--- src/logic/ctio_map.vh ---
// register offsets, field positions, reset values and timing counts for the
// clock/trigger routing block; included by ctio_top.v and ctio_rate_gen.v
`ifndef CTIO_MAP_VH
`define CTIO_MAP_VH

// apb byte offsets
`define CTIO_OFF_BOARD_CTRL     8'h00
`define CTIO_OFF_BUF_OPS        8'h0C
`define CTIO_OFF_ASSY_CFG       8'h10
`define CTIO_OFF_RATE_A         8'h24
`define CTIO_OFF_RATE_B         8'h28
`define CTIO_OFF_LOAD_STAT      8'h30

// board control word fields
`define CTIO_BCR_CLK_DRV        0
`define CTIO_BCR_TRG_DRV        1
`define CTIO_BCR_EN_RATE_A      5
`define CTIO_BCR_EN_RATE_B      6
`define CTIO_BCR_IRQ_LO         8
`define CTIO_BCR_IRQ_HI         10
`define CTIO_BCR_IRQ_FLAG       11
`define CTIO_BCR_RST            32'h0000_0000

// buffer operations word fields
`define CTIO_BOR_EXT_CLK        0
`define CTIO_BOR_EXT_TRG        1
`define CTIO_BOR_CIRC           8
`define CTIO_BOR_LOAD_REQ       9
`define CTIO_BOR_LOAD_RDY       10
`define CTIO_BOR_RST            32'h0000_0000

// rate generator divisors
`define CTIO_RATE_W             24
`define CTIO_RATE_A_RST         24'h00_00C0
`define CTIO_RATE_B_RST         24'h00_C000

// interrupt event code for end of load ready
`define CTIO_IRQ_END_LOAD       3'h7

// assembly configuration fields
`define CTIO_CFG_CHAN_LO        16
`define CTIO_CFG_SCALE_LO       18
`define CTIO_CFG_FILT_LO        20
`define CTIO_CFG_MCLK_LO        22
`define CTIO_CFG_DISC           24
`define CTIO_MCLK_STD           2'h0

`endif

--- src/logic/ctio_rate_gen.v ---
// rate generator: one-cycle event every divisor clocks of ref_clk_in
// assumes divisor is static while enabled; zero divisor is treated as one
`include "ctio_map.vh"

module ctio_rate_gen #(
   parameter W = `CTIO_RATE_W
) (
   input  wire         ref_clk_in,
   input  wire         sys_rst_in,
   input  wire         enable_in,
   input  wire [W-1:0] divisor_in,
   output reg          tick_out
);

   reg [W-1:0] count_reg;

   always @(posedge ref_clk_in or posedge sys_rst_in)
   begin
      if (sys_rst_in)
      begin
         count_reg <= {W{1'b0}};
         tick_out  <= 1'b0;
      end
      else if (!enable_in)
      begin
         count_reg <= {W{1'b0}};
         tick_out  <= 1'b0;
      end
      else if (count_reg + {{(W-1){1'b0}}, 1'b1} >= divisor_in)
      begin
         // event rate = master clock / divisor
         count_reg <= {W{1'b0}};
         tick_out  <= 1'b1;
      end
      else
      begin
         count_reg <= count_reg + {{(W-1){1'b0}}, 1'b1};
         tick_out  <= 1'b0;
      end
   end

endmodule // ctio_rate_gen

--- src/logic/ctio_top.v ---
// clock and trigger source routing with shared pins, apb register slave
// assumes apb master on ref_clk_in; shared pins are asynchronous
`include "ctio_map.vh"

module ctio_top #(
   parameter [15:0] FW_REV      = 16'h0001, // arbitrary value
   parameter [1:0]  CHAN_BUILD  = 2'h0,
   parameter [1:0]  SCALE_BUILD = 2'h1,
   parameter [1:0]  FILT_BUILD  = 2'h0,
   parameter        DISC_FIT    = 1'b1
) (
   input  wire        ref_clk_in,
   input  wire        sys_rst_in,
   input  wire        psel_in,
   input  wire        penable_in,
   input  wire        pwrite_in,
   input  wire [7:0]  paddr_in,
   input  wire [31:0] pwdata_in,
   output reg  [31:0] prdata_out,
   output reg         pready_out,
   output reg         pslverr_out,
   input  wire        frame_zero_in,
   input  wire        clk_pin_in,
   output reg         clk_pin_out,
   output reg         clk_pin_oe_out,
   input  wire        shared_burst_pin_in,
   output reg         shared_burst_pin_out,
   output reg         shared_burst_pin_oe_out,
   output reg         dac_clk_out,
   output reg         burst_trig_out,
   output reg         irq_out
);

////////////////////////////////////////////////////////////////////////////////
// registers

   reg  [31:0] board_control_word_reg;
   reg  [31:0] buffer_operations_word_reg;
   reg  [23:0] rate_a_reg;
   reg  [23:0] rate_b_reg;
   reg         load_rdy_d_reg;
   wire [2:0]  irq_sel;
   wire        clk_ext;
   wire        clk_drv;
   wire        trg_ext;
   wire        trg_drv;
   wire        load_rdy;
   wire        tick_a;
   wire        tick_b;

   assign irq_sel  = board_control_word_reg[`CTIO_BCR_IRQ_HI:`CTIO_BCR_IRQ_LO];
   assign clk_drv  = board_control_word_reg[`CTIO_BCR_CLK_DRV];
   assign trg_drv  = board_control_word_reg[`CTIO_BCR_TRG_DRV];
   assign clk_ext  = buffer_operations_word_reg[`CTIO_BOR_EXT_CLK];
   assign trg_ext  = buffer_operations_word_reg[`CTIO_BOR_EXT_TRG];
   assign load_rdy = buffer_operations_word_reg[`CTIO_BOR_LOAD_RDY];

   function [31:0] assy_word;
      input dummy;
      begin
         assy_word = 32'h0000_0000;
         assy_word[15:0] = FW_REV;
         assy_word[`CTIO_CFG_CHAN_LO+1:`CTIO_CFG_CHAN_LO] = CHAN_BUILD;
         assy_word[`CTIO_CFG_SCALE_LO+1:`CTIO_CFG_SCALE_LO] = SCALE_BUILD;
         assy_word[`CTIO_CFG_FILT_LO+1:`CTIO_CFG_FILT_LO] = FILT_BUILD;
         assy_word[`CTIO_CFG_MCLK_LO+1:`CTIO_CFG_MCLK_LO] = `CTIO_MCLK_STD;
         assy_word[`CTIO_CFG_DISC] = DISC_FIT;
         // bits 31:25 stay zero
      end
   endfunction

   // write strobe for one register offset
   function wr_hit;
      input       wr_en;
      input [7:0] addr;
      input [7:0] off;
      begin
         wr_hit = wr_en && (addr == off);
      end
   endfunction

////////////////////////////////////////////////////////////////////////////////
// apb slave: one wait state, unmapped reads zero with pslverr

   wire access;
   wire wr;
   reg  mapped;
   reg  [31:0] rd_mux;

   assign access = psel_in & penable_in & ~pready_out;
   // a write lands on the completing edge, the one at which pready is seen
   assign wr     = psel_in & penable_in & pready_out & pwrite_in;

   always @*
   begin
      mapped = 1'b1;
      rd_mux = 32'h0000_0000;
      case (paddr_in)
         `CTIO_OFF_BOARD_CTRL: rd_mux = board_control_word_reg;
         `CTIO_OFF_BUF_OPS:    rd_mux = buffer_operations_word_reg;
         `CTIO_OFF_ASSY_CFG:   rd_mux = assy_word(1'b0);
         `CTIO_OFF_RATE_A:     rd_mux = {8'h00, rate_a_reg};
         `CTIO_OFF_RATE_B:     rd_mux = {8'h00, rate_b_reg};
         default:              mapped = 1'b0;
      endcase
   end

   always @(posedge ref_clk_in or posedge sys_rst_in)
   begin
      if (sys_rst_in)
      begin
         prdata_out  <= 32'h0000_0000;
         pready_out  <= 1'b0;
         pslverr_out <= 1'b0;
      end
      else
      begin
         pready_out  <= access;
         pslverr_out <= access & ~mapped;
         prdata_out  <= (access & ~pwrite_in) ? rd_mux : 32'h0000_0000;
      end
   end

////////////////////////////////////////////////////////////////////////////////
// control registers, load ready and interrupt

   // next values of the control registers
   reg  [31:0] board_control_word_next;
   reg  [31:0] buffer_operations_word_next;
   reg  [23:0] rate_a_next;
   reg  [23:0] rate_b_next;
   wire        wr_bcr;
   wire        wr_bor;
   wire        load_end;
   wire        frame_load;

   assign wr_bcr     = wr_hit(wr, paddr_in, `CTIO_OFF_BOARD_CTRL);
   assign wr_bor     = wr_hit(wr, paddr_in, `CTIO_OFF_BUF_OPS);
   // falling edge of load ready, seen in the first cycle that it reads zero
   assign load_end   = load_rdy_d_reg & ~load_rdy;
   assign frame_load = frame_zero_in & buffer_operations_word_reg[`CTIO_BOR_CIRC]
                       & buffer_operations_word_reg[`CTIO_BOR_LOAD_REQ];

   always @*
   begin
      board_control_word_next = board_control_word_reg;
      if (wr_bcr)
      begin
         // only the routing, enable, selector and flag fields hold state
         board_control_word_next = 32'h0000_0000;
         board_control_word_next[`CTIO_BCR_CLK_DRV]   = pwdata_in[`CTIO_BCR_CLK_DRV];
         board_control_word_next[`CTIO_BCR_TRG_DRV]   = pwdata_in[`CTIO_BCR_TRG_DRV];
         board_control_word_next[`CTIO_BCR_EN_RATE_A] = pwdata_in[`CTIO_BCR_EN_RATE_A];
         board_control_word_next[`CTIO_BCR_EN_RATE_B] = pwdata_in[`CTIO_BCR_EN_RATE_B];
         board_control_word_next[`CTIO_BCR_IRQ_HI:`CTIO_BCR_IRQ_LO] =
            pwdata_in[`CTIO_BCR_IRQ_HI:`CTIO_BCR_IRQ_LO];
         board_control_word_next[`CTIO_BCR_IRQ_FLAG]  = pwdata_in[`CTIO_BCR_IRQ_FLAG];
      end
      // interrupt set wins over a software clear of the flag
      if (irq_sel == `CTIO_IRQ_END_LOAD && load_end)
         board_control_word_next[`CTIO_BCR_IRQ_FLAG] = 1'b1;
   end

   always @*
   begin
      buffer_operations_word_next = buffer_operations_word_reg;
      if (wr_bor)
      begin
         buffer_operations_word_next[`CTIO_BOR_EXT_CLK]  = pwdata_in[`CTIO_BOR_EXT_CLK];
         buffer_operations_word_next[`CTIO_BOR_EXT_TRG]  = pwdata_in[`CTIO_BOR_EXT_TRG];
         buffer_operations_word_next[`CTIO_BOR_CIRC]     = pwdata_in[`CTIO_BOR_CIRC];
         buffer_operations_word_next[`CTIO_BOR_LOAD_REQ] = pwdata_in[`CTIO_BOR_LOAD_REQ];
         // writing one to the load ready position stands for loading finished
         if (pwdata_in[`CTIO_BOR_LOAD_RDY])
            buffer_operations_word_next[`CTIO_BOR_LOAD_RDY] = 1'b0;
      end
      // a frame wrap wins over a software clear in the same cycle
      if (frame_load)
      begin
         buffer_operations_word_next[`CTIO_BOR_LOAD_RDY] = 1'b1;
         buffer_operations_word_next[`CTIO_BOR_LOAD_REQ] = 1'b0;
      end
   end

   always @*
   begin
      rate_a_next = rate_a_reg;
      rate_b_next = rate_b_reg;
      // divisor bits above the generator width read back as zero
      if (wr_hit(wr, paddr_in, `CTIO_OFF_RATE_A))
         rate_a_next = pwdata_in[`CTIO_RATE_W-1:0];
      if (wr_hit(wr, paddr_in, `CTIO_OFF_RATE_B))
         rate_b_next = pwdata_in[`CTIO_RATE_W-1:0];
   end

   always @(posedge ref_clk_in or posedge sys_rst_in)
   begin
      if (sys_rst_in)
      begin
         board_control_word_reg     <= `CTIO_BCR_RST;
         buffer_operations_word_reg <= `CTIO_BOR_RST;
         rate_a_reg                 <= `CTIO_RATE_A_RST;
         rate_b_reg                 <= `CTIO_RATE_B_RST;
         load_rdy_d_reg             <= 1'b0;
         irq_out                    <= 1'b0;
      end
      else
      begin
         board_control_word_reg     <= board_control_word_next;
         buffer_operations_word_reg <= buffer_operations_word_next;
         rate_a_reg                 <= rate_a_next;
         rate_b_reg                 <= rate_b_next;
         load_rdy_d_reg             <= load_rdy;
         // irq follows the flag a cycle later
         irq_out                    <= board_control_word_reg[`CTIO_BCR_IRQ_FLAG];
      end
   end

////////////////////////////////////////////////////////////////////////////////
// rate generators

   ctio_rate_gen #(.W(`CTIO_RATE_W)) u_gen_a (
      .ref_clk_in (ref_clk_in),
      .sys_rst_in (sys_rst_in),
      .enable_in  (board_control_word_reg[`CTIO_BCR_EN_RATE_A]),
      .divisor_in (rate_a_reg),
      .tick_out   (tick_a)
   );

   ctio_rate_gen #(.W(`CTIO_RATE_W)) u_gen_b (
      .ref_clk_in (ref_clk_in),
      .sys_rst_in (sys_rst_in),
      .enable_in  (board_control_word_reg[`CTIO_BCR_EN_RATE_B]),
      .divisor_in (rate_b_reg),
      .tick_out   (tick_b)
   );

////////////////////////////////////////////////////////////////////////////////
// pin synchronisers and routing

   reg [1:0] clk_sync_reg;
   reg [1:0] trg_sync_reg;
   reg       clk_last_reg;
   reg       trg_last_reg;
   reg       clk_pin_oe_next;
   reg       clk_pin_next;
   reg       trg_pin_oe_next;
   reg       trg_pin_next;
   reg       dac_clk_next;
   reg       burst_trig_next;
   wire      clk_rise;
   wire      trg_rise;

   assign clk_rise = clk_sync_reg[1] & ~clk_last_reg;
   assign trg_rise = trg_sync_reg[1] & ~trg_last_reg;

   // a line is driven only while its driver select stands alone, so two boards
   // never fight over it; both selects set keeps the pin an input
   always @*
   begin
      clk_pin_oe_next = 1'b0;
      clk_pin_next    = 1'b0;
      dac_clk_next    = tick_a;
      case ({clk_ext, clk_drv})
         2'h1:
         begin
            clk_pin_oe_next = 1'b1;
            clk_pin_next    = tick_a;
         end
         2'h2:    dac_clk_next = clk_rise;
         default: dac_clk_next = tick_a;
      endcase
   end

   always @*
   begin
      trg_pin_oe_next = 1'b0;
      trg_pin_next    = 1'b0;
      burst_trig_next = tick_b;
      case ({trg_ext, trg_drv})
         2'h1:
         begin
            trg_pin_oe_next = 1'b1;
            trg_pin_next    = tick_b;
         end
         2'h2:    burst_trig_next = trg_rise;
         default: burst_trig_next = tick_b;
      endcase
   end

   always @(posedge ref_clk_in or posedge sys_rst_in)
   begin
      if (sys_rst_in)
      begin
         clk_sync_reg            <= 2'h0;
         trg_sync_reg            <= 2'h0;
         clk_last_reg            <= 1'b0;
         trg_last_reg            <= 1'b0;
         clk_pin_out             <= 1'b0;
         clk_pin_oe_out          <= 1'b0;
         shared_burst_pin_out    <= 1'b0;
         shared_burst_pin_oe_out <= 1'b0;
         dac_clk_out             <= 1'b0;
         burst_trig_out          <= 1'b0;
      end
      else
      begin
         clk_sync_reg <= {clk_sync_reg[0], clk_pin_in};
         trg_sync_reg <= {trg_sync_reg[0], shared_burst_pin_in};
         clk_last_reg <= clk_sync_reg[1];
         trg_last_reg <= trg_sync_reg[1];
         clk_pin_oe_out          <= clk_pin_oe_next;
         clk_pin_out             <= clk_pin_next;
         shared_burst_pin_oe_out <= trg_pin_oe_next;
         shared_burst_pin_out    <= trg_pin_next;
         dac_clk_out             <= dac_clk_next;
         burst_trig_out          <= burst_trig_next;
      end
   end

endmodule // ctio_top

--- config.mk ---
export PLATFORM = sky130hd
export DESIGN_NAME = ctio_top
export DESIGN_NICKNAME = d
export VERILOG_FILES = /design/src/logic/ctio_rate_gen.v /design/src/logic/ctio_top.v
export VERILOG_INCLUDE_DIRS = /design/src /design/src/logic
export SDC_FILE = /design/constraint.sdc
export NUM_CORES = 1
export LEC_CHECK = 0
export ABC_AREA = 1
export BUFFER_PORTS_ARGS = -buffer_cell sky130_fd_sc_hd__buf_2
export CORE_MARGIN = 8
export CORE_UTILIZATION = 48
export CTS_CLUSTER_SIZE = 25
export DETAILED_ROUTE_END_ITERATION = 7
export PLACE_DENSITY = 0.67
export SKIP_CTS_REPAIR_TIMING = 1
export SLEW_MARGIN = 5
export SYNTH_ARGS = -nofsm -noshare
export SYNTH_HDL_FRONTEND = slang
export SYNTH_SLANG_ARGS = --single-unit
--- constraint.sdc ---
create_clock -name ref_clk_in -period 11.3 [get_ports ref_clk_in]
set_input_delay 2.26 -clock ref_clk_in [delete_from_list [all_inputs] [get_ports ref_clk_in]]
set_output_delay 2.26 -clock ref_clk_in [all_outputs]
set_load 0.005 [all_outputs]
==> results.txt <==
- The clock passes through at most 2 buffers.
- For the final database, setup skew stands at 0.01229 ns.
- The endpoint identified for the worst register-to-register timing path is u_gen_a.tick_out$_DFF_PP0_.
- Top routing layer in use: met4
* Overflow left after global routing: 0
* Share of the synthesized area in the top cell type: 0.4390
- The routed design has 19,660 um of wire.
* Vias in the first global route: 6,661
* Setup violation total in the final timing report: 0
- Measured against its own limit, the worst slew margin works out to 0.3172.
- Number of distinct library cell variants in the gate-level netlist after synthesis: 40
- Leaving out fill and tap cells, the most frequent cells in the layout are 283 x nand2_1, 162 x inv_1, 148 x dfrtp_1.
- The startpoint identified for the worst hold timing path is trg_sync_reg[0]$_DFF_PP0_.
* Mapped cell area: 8437 sq um
- Setup TNS Final: 0 ns
* Pin count of the biggest net entering global routing: 79
- For this design the top-level I/O count stands at 89.
* TritonRoute pass-1 iters: 7
- CTS tree: built
* Filler Cells Inserted: 1,640
- Max Clk Rate: 256.7 MHz
* Number of cells on the worst reg-to-reg path: 16
* Metal3 WL: 744 um
* Number of instances in the synthesized netlist: 1,088
- Of the synthesized area, sequential elements account for 0.4514.
- Avg Cell Area, Syn: 7.754 sq um
* Min setup slack post-route: 7.404 ns
- Top cells by area, synth: dfrtp_1 44%, nand2_1 13%, ha_1 7.4%, inv_1 7.3%, nor2_1 6.3%
* RePlAce Congestion: 0.8791
- The net count of the finished layout is 1,253.
- Post-route total power: 1.165 mW
* Final Cycle Share: 0.3447
* Endpoint kind of the worst setup timing path: flop
- The number of max-slew violations in the final report is 0.
- Crit path required time: 11.64 ns
* Slew of the pin with the lowest slew margin: 1.021 ns
- Vias/cell: 4.945
* Post-CTS clock slew at the launch and capture registers of the worst setup and hold paths: 0.07 ns
- The floorplan has 48 rows.
* Met1 routed wirelength after detailed routing: 9339 um
- Critical register-to-register path startpoint: u_gen_a.count_reg[0]$_DFF_PP0_
- Post-layout minimum cycle time: 3.896 ns
* Largest register by flop count: prdata_out
* GR Util All Layers: 0.1851
- The detail route stage leaves a number of antenna-violating nets equal to 0.
- Path category of the worst min-delay check: flop to flop
- DPL Wire Length: 14,420 um
* Depth of the CTS H-tree: 4
- Power spread over the standard cell area amounts to 122.1 nW/um^2.
* Core region area: 17,240 sq um
- Clock power share: 0.499
- Worst setup slack before clock tree synthesis: 6.964 ns
* Family with the most delay on the worst path: simple AND/OR/NAND/NOR gates
* Standard cell with the maximum stage delay on the critical path: nand2_1
- STA classifies the critical path startpoint as an input pin.
- Along the worst path, the maximum fanout reaches 24.
- For this run, design rule violations remaining after detail routing come to 0.
- The later pin in the worst-skew pair is clocked with a latency of 0.43 ns.
- Flip-flop and latch count after synthesis: 152
- Dividing the detail-routed wire length by the instance count gives 14.11 um.
- Summed over all nets, wire length on met2 after detailed routing comes to 9357 um.
* Die X: 148.6 um
- The library cell used most frequently in the layout, excluding fill and tap cells, is nand2_1.
- Endpoint, Worst Hold: trg_sync_reg[1]$_DFF_PP0_
- In this run the vertical extent of the chip is 148.6 um.
- Max Cap Violations: 0
- After the first detailed-routing iteration, the DRC count stood at 377.
- Number of clock buffers inserted by TritonCTS: 17
- Of the total power, the share spent switching nets is 0.2336.
- Counting both buffers and inverters, the worst setup path holds a total of 1.
* Status: finished clean
* DIE AREA: 22,070 sq um
* Largest stage delay on the critical path: 0.50 ns
- Number of antenna violations at the first check in global routing: 0
* Ant. Diodes: 0
- Yosys warning count: 0
* Internal power contribution: 0.8931 mW
- Cell accounting for the most synthesized area: dfrtp_1
- For this configuration, the core starts out at a cell density of 0.4895.
- The register with the most flip-flops in the layout has 25 of them.
* Hold Crit Depth: 0
- Clock tree root driver cell: clkbuf_16
- Across all register-to-register paths, the minimum setup slack is 7.85 ns.
- At the end of the flow the core is filled with cells to 0.5538.
* Sequential share of power: 0.470
- Worst ir drop on vdd: 106.8 uV
- RSZ-0062 raised after global routing: no
* Lkg Pwr: 4.576 nW
- Net switching power: 0.2722 mW
* Final hold violations: 0
* Critical Path, Cell by Cell: buf_2 -> nor2_2 -> nand2_1 -> nor2_2 -> nand2_1 -> nand4_2 -> nand2_2 -> nor2_1
* Area added between synthesis and finish: 13.14%
* Fraction of final layout cells sized beyond drive strength 1: 0.1353
* Via Count: 6,888
- The share of total power dissipated in combinational logic is 0.031.
* Critical Setup Path Class: input pin to flop
* Count of buffers from port buffering: 73
- For the worst setup path, the data arrival time is 4.24 ns.
- Wire length of the first global-routing pass: 32,780 um
- The tree built by TritonCTS fans out to 152 sinks.
-- power by group through the flow --
stage | Clock (mW) | Sequential (mW) | Combinational, mW
2_1_floorplan | 0 | 0.558 | 0.0230
3_3_place_gp | 0 | 0.558 | 0.0365
3_5_place_dp | 0 | 0.558 | 0.0368
4_1_cts | 0.589 | 0.548 | 0.0369
5_1_grt | 0.612 | 0.548 | 0.0412
6_report | 0.582 | 0.548 | 0.0357
-- worst max-delay path by stage --
stage / from / depth (start not counted) / end / slack (ns)
after floorplan: sys_rst_in / 1 / board_control_word_reg[0]$_DFFE_PP0P_ / 4.95
after global placement: paddr_in[1] / 8 / prdata_out[16]$_DFF_PP0_ / 7.00
after detailed placement: paddr_in[1] / 8 / prdata_out[14]$_DFF_PP0_ / 6.96
after CTS: paddr_in[1] / 8 / prdata_out[14]$_DFF_PP0_ / 7.41
after global routing: paddr_in[1] / 8 / prdata_out[19]$_DFF_PP0_ / 7.20
final: paddr_in[1] / 8 / prdata_out[14]$_DFF_PP0_ / 7.40
-- metal layers --
layer / track usage / vias to the layer above
met2: 0.2973 / 127
li1: - / 3508
met5: 0 / -
met4: 0.05813 / 0
met1: 0.2506 / 3236
met3: 0.03008 / 17
-- kinds of logic (layout without fill, tap and decap cells) --
| family | after synthesis | in the layout | synth area share |
|---|---|---|---|
| AOI/OAI and AO/OA | 121 | 121 | 0.07801 |
| xor gates and xnor gates | 17 | 17 | 0.01943 |
| adders and majority gates | 50 | 50 | 0.07415 |
| buffers and inverters | 201 | 275 | 0.09699 |
| DFF | 152 | 152 | 0.4514 |
| other | 1 | 7 | 0.0004445 |
| and+or+nand+nor | 546 | 546 | 0.2796 |
-- worst reg2reg max path, stage by stage (launching register included) --
cell and delay (ns):
dfrtp_1 0.44, ha_1 0.30, nand3_2 0.17, nor2_2 0.29, nand2_1 0.12, nor2_1 0.12, nand2_1 0.07, and2_1 0.17
ha_1 0.27, nand2_1 0.08, a21oi_1 0.04, nor2_1 0.09, nand2_1 0.06, nand2_1 0.05, nand3_1 0.69, nand2_1 0.31
inv_1 0.06
-- cell type report --
type	count	area [sq um]	share of cell area
inverters	167	631.9	0.06619
repair buffers	76	387.9	0.04063
well taps	225	281.5	0.02949
clock inverters	14	163.9	0.01717
flip-flops and latches	152	3809	0.3990
multi-input cells	741	3832	0.4015
clock buffers	18	439.2	0.04601
-- stage by stage --
step | hold WS, ns | cells | area, sq um
5_1_grt | 0.3572 | 1393 | 9545
6_report | 0.3509 | 1393 | 9545
3_5_place_dp | 0.3371 | 1361 | 8942
2_1_floorplan | 0.3312 | 1094 | 8459
4_1_cts | 0.3530 | 1393 | 9545
3_3_place_gp | 0.3343 | 1361 | 8942
-- Yosys cell counts --
| cell | n |
|---|---|
| inv_1 | 163 |
| buf_6 | 3 |
| nand3_1 | 54 |
| nor3_1 | 5 |
| clkbuf_1 | 11 |
| nand4_2 | 1 |
| inv_2 | 4 |
| conb_1 | 1 |
| nand2_1 | 283 |
| nor4_1 | 1 |
| o21ai_1 | 16 |
| xor2_2 | 2 |
| nand3_2 | 7 |
| o21bai_1 | 4 |
| nand4_1 | 6 |
| dfstp_2 | 4 |
| or2_2 | 4 |
| o221ai_1 | 1 |
| xor2_1 | 8 |
| nor2_4 | 8 |
| or2_0 | 1 |
| a21oi_1 | 19 |
| o21ai_0 | 57 |
| and2_1 | 13 |
| ha_1 | 50 |
| buf_2 | 12 |
| nand2_4 | 1 |
| dfrtp_1 | 148 |
| o21a_1 | 2 |
| a21o_1 | 2 |
| buf_1 | 1 |
| nand3b_1 | 2 |
| o211a_1 | 1 |
| nor2_2 | 15 |
| nand2_2 | 3 |
| xnor2_1 | 7 |
| o22ai_1 | 17 |
| nor2_1 | 142 |
| buf_4 | 7 |
| a31oi_1 | 2 |
Note: power is estimated with default switching activity, not from simulation.
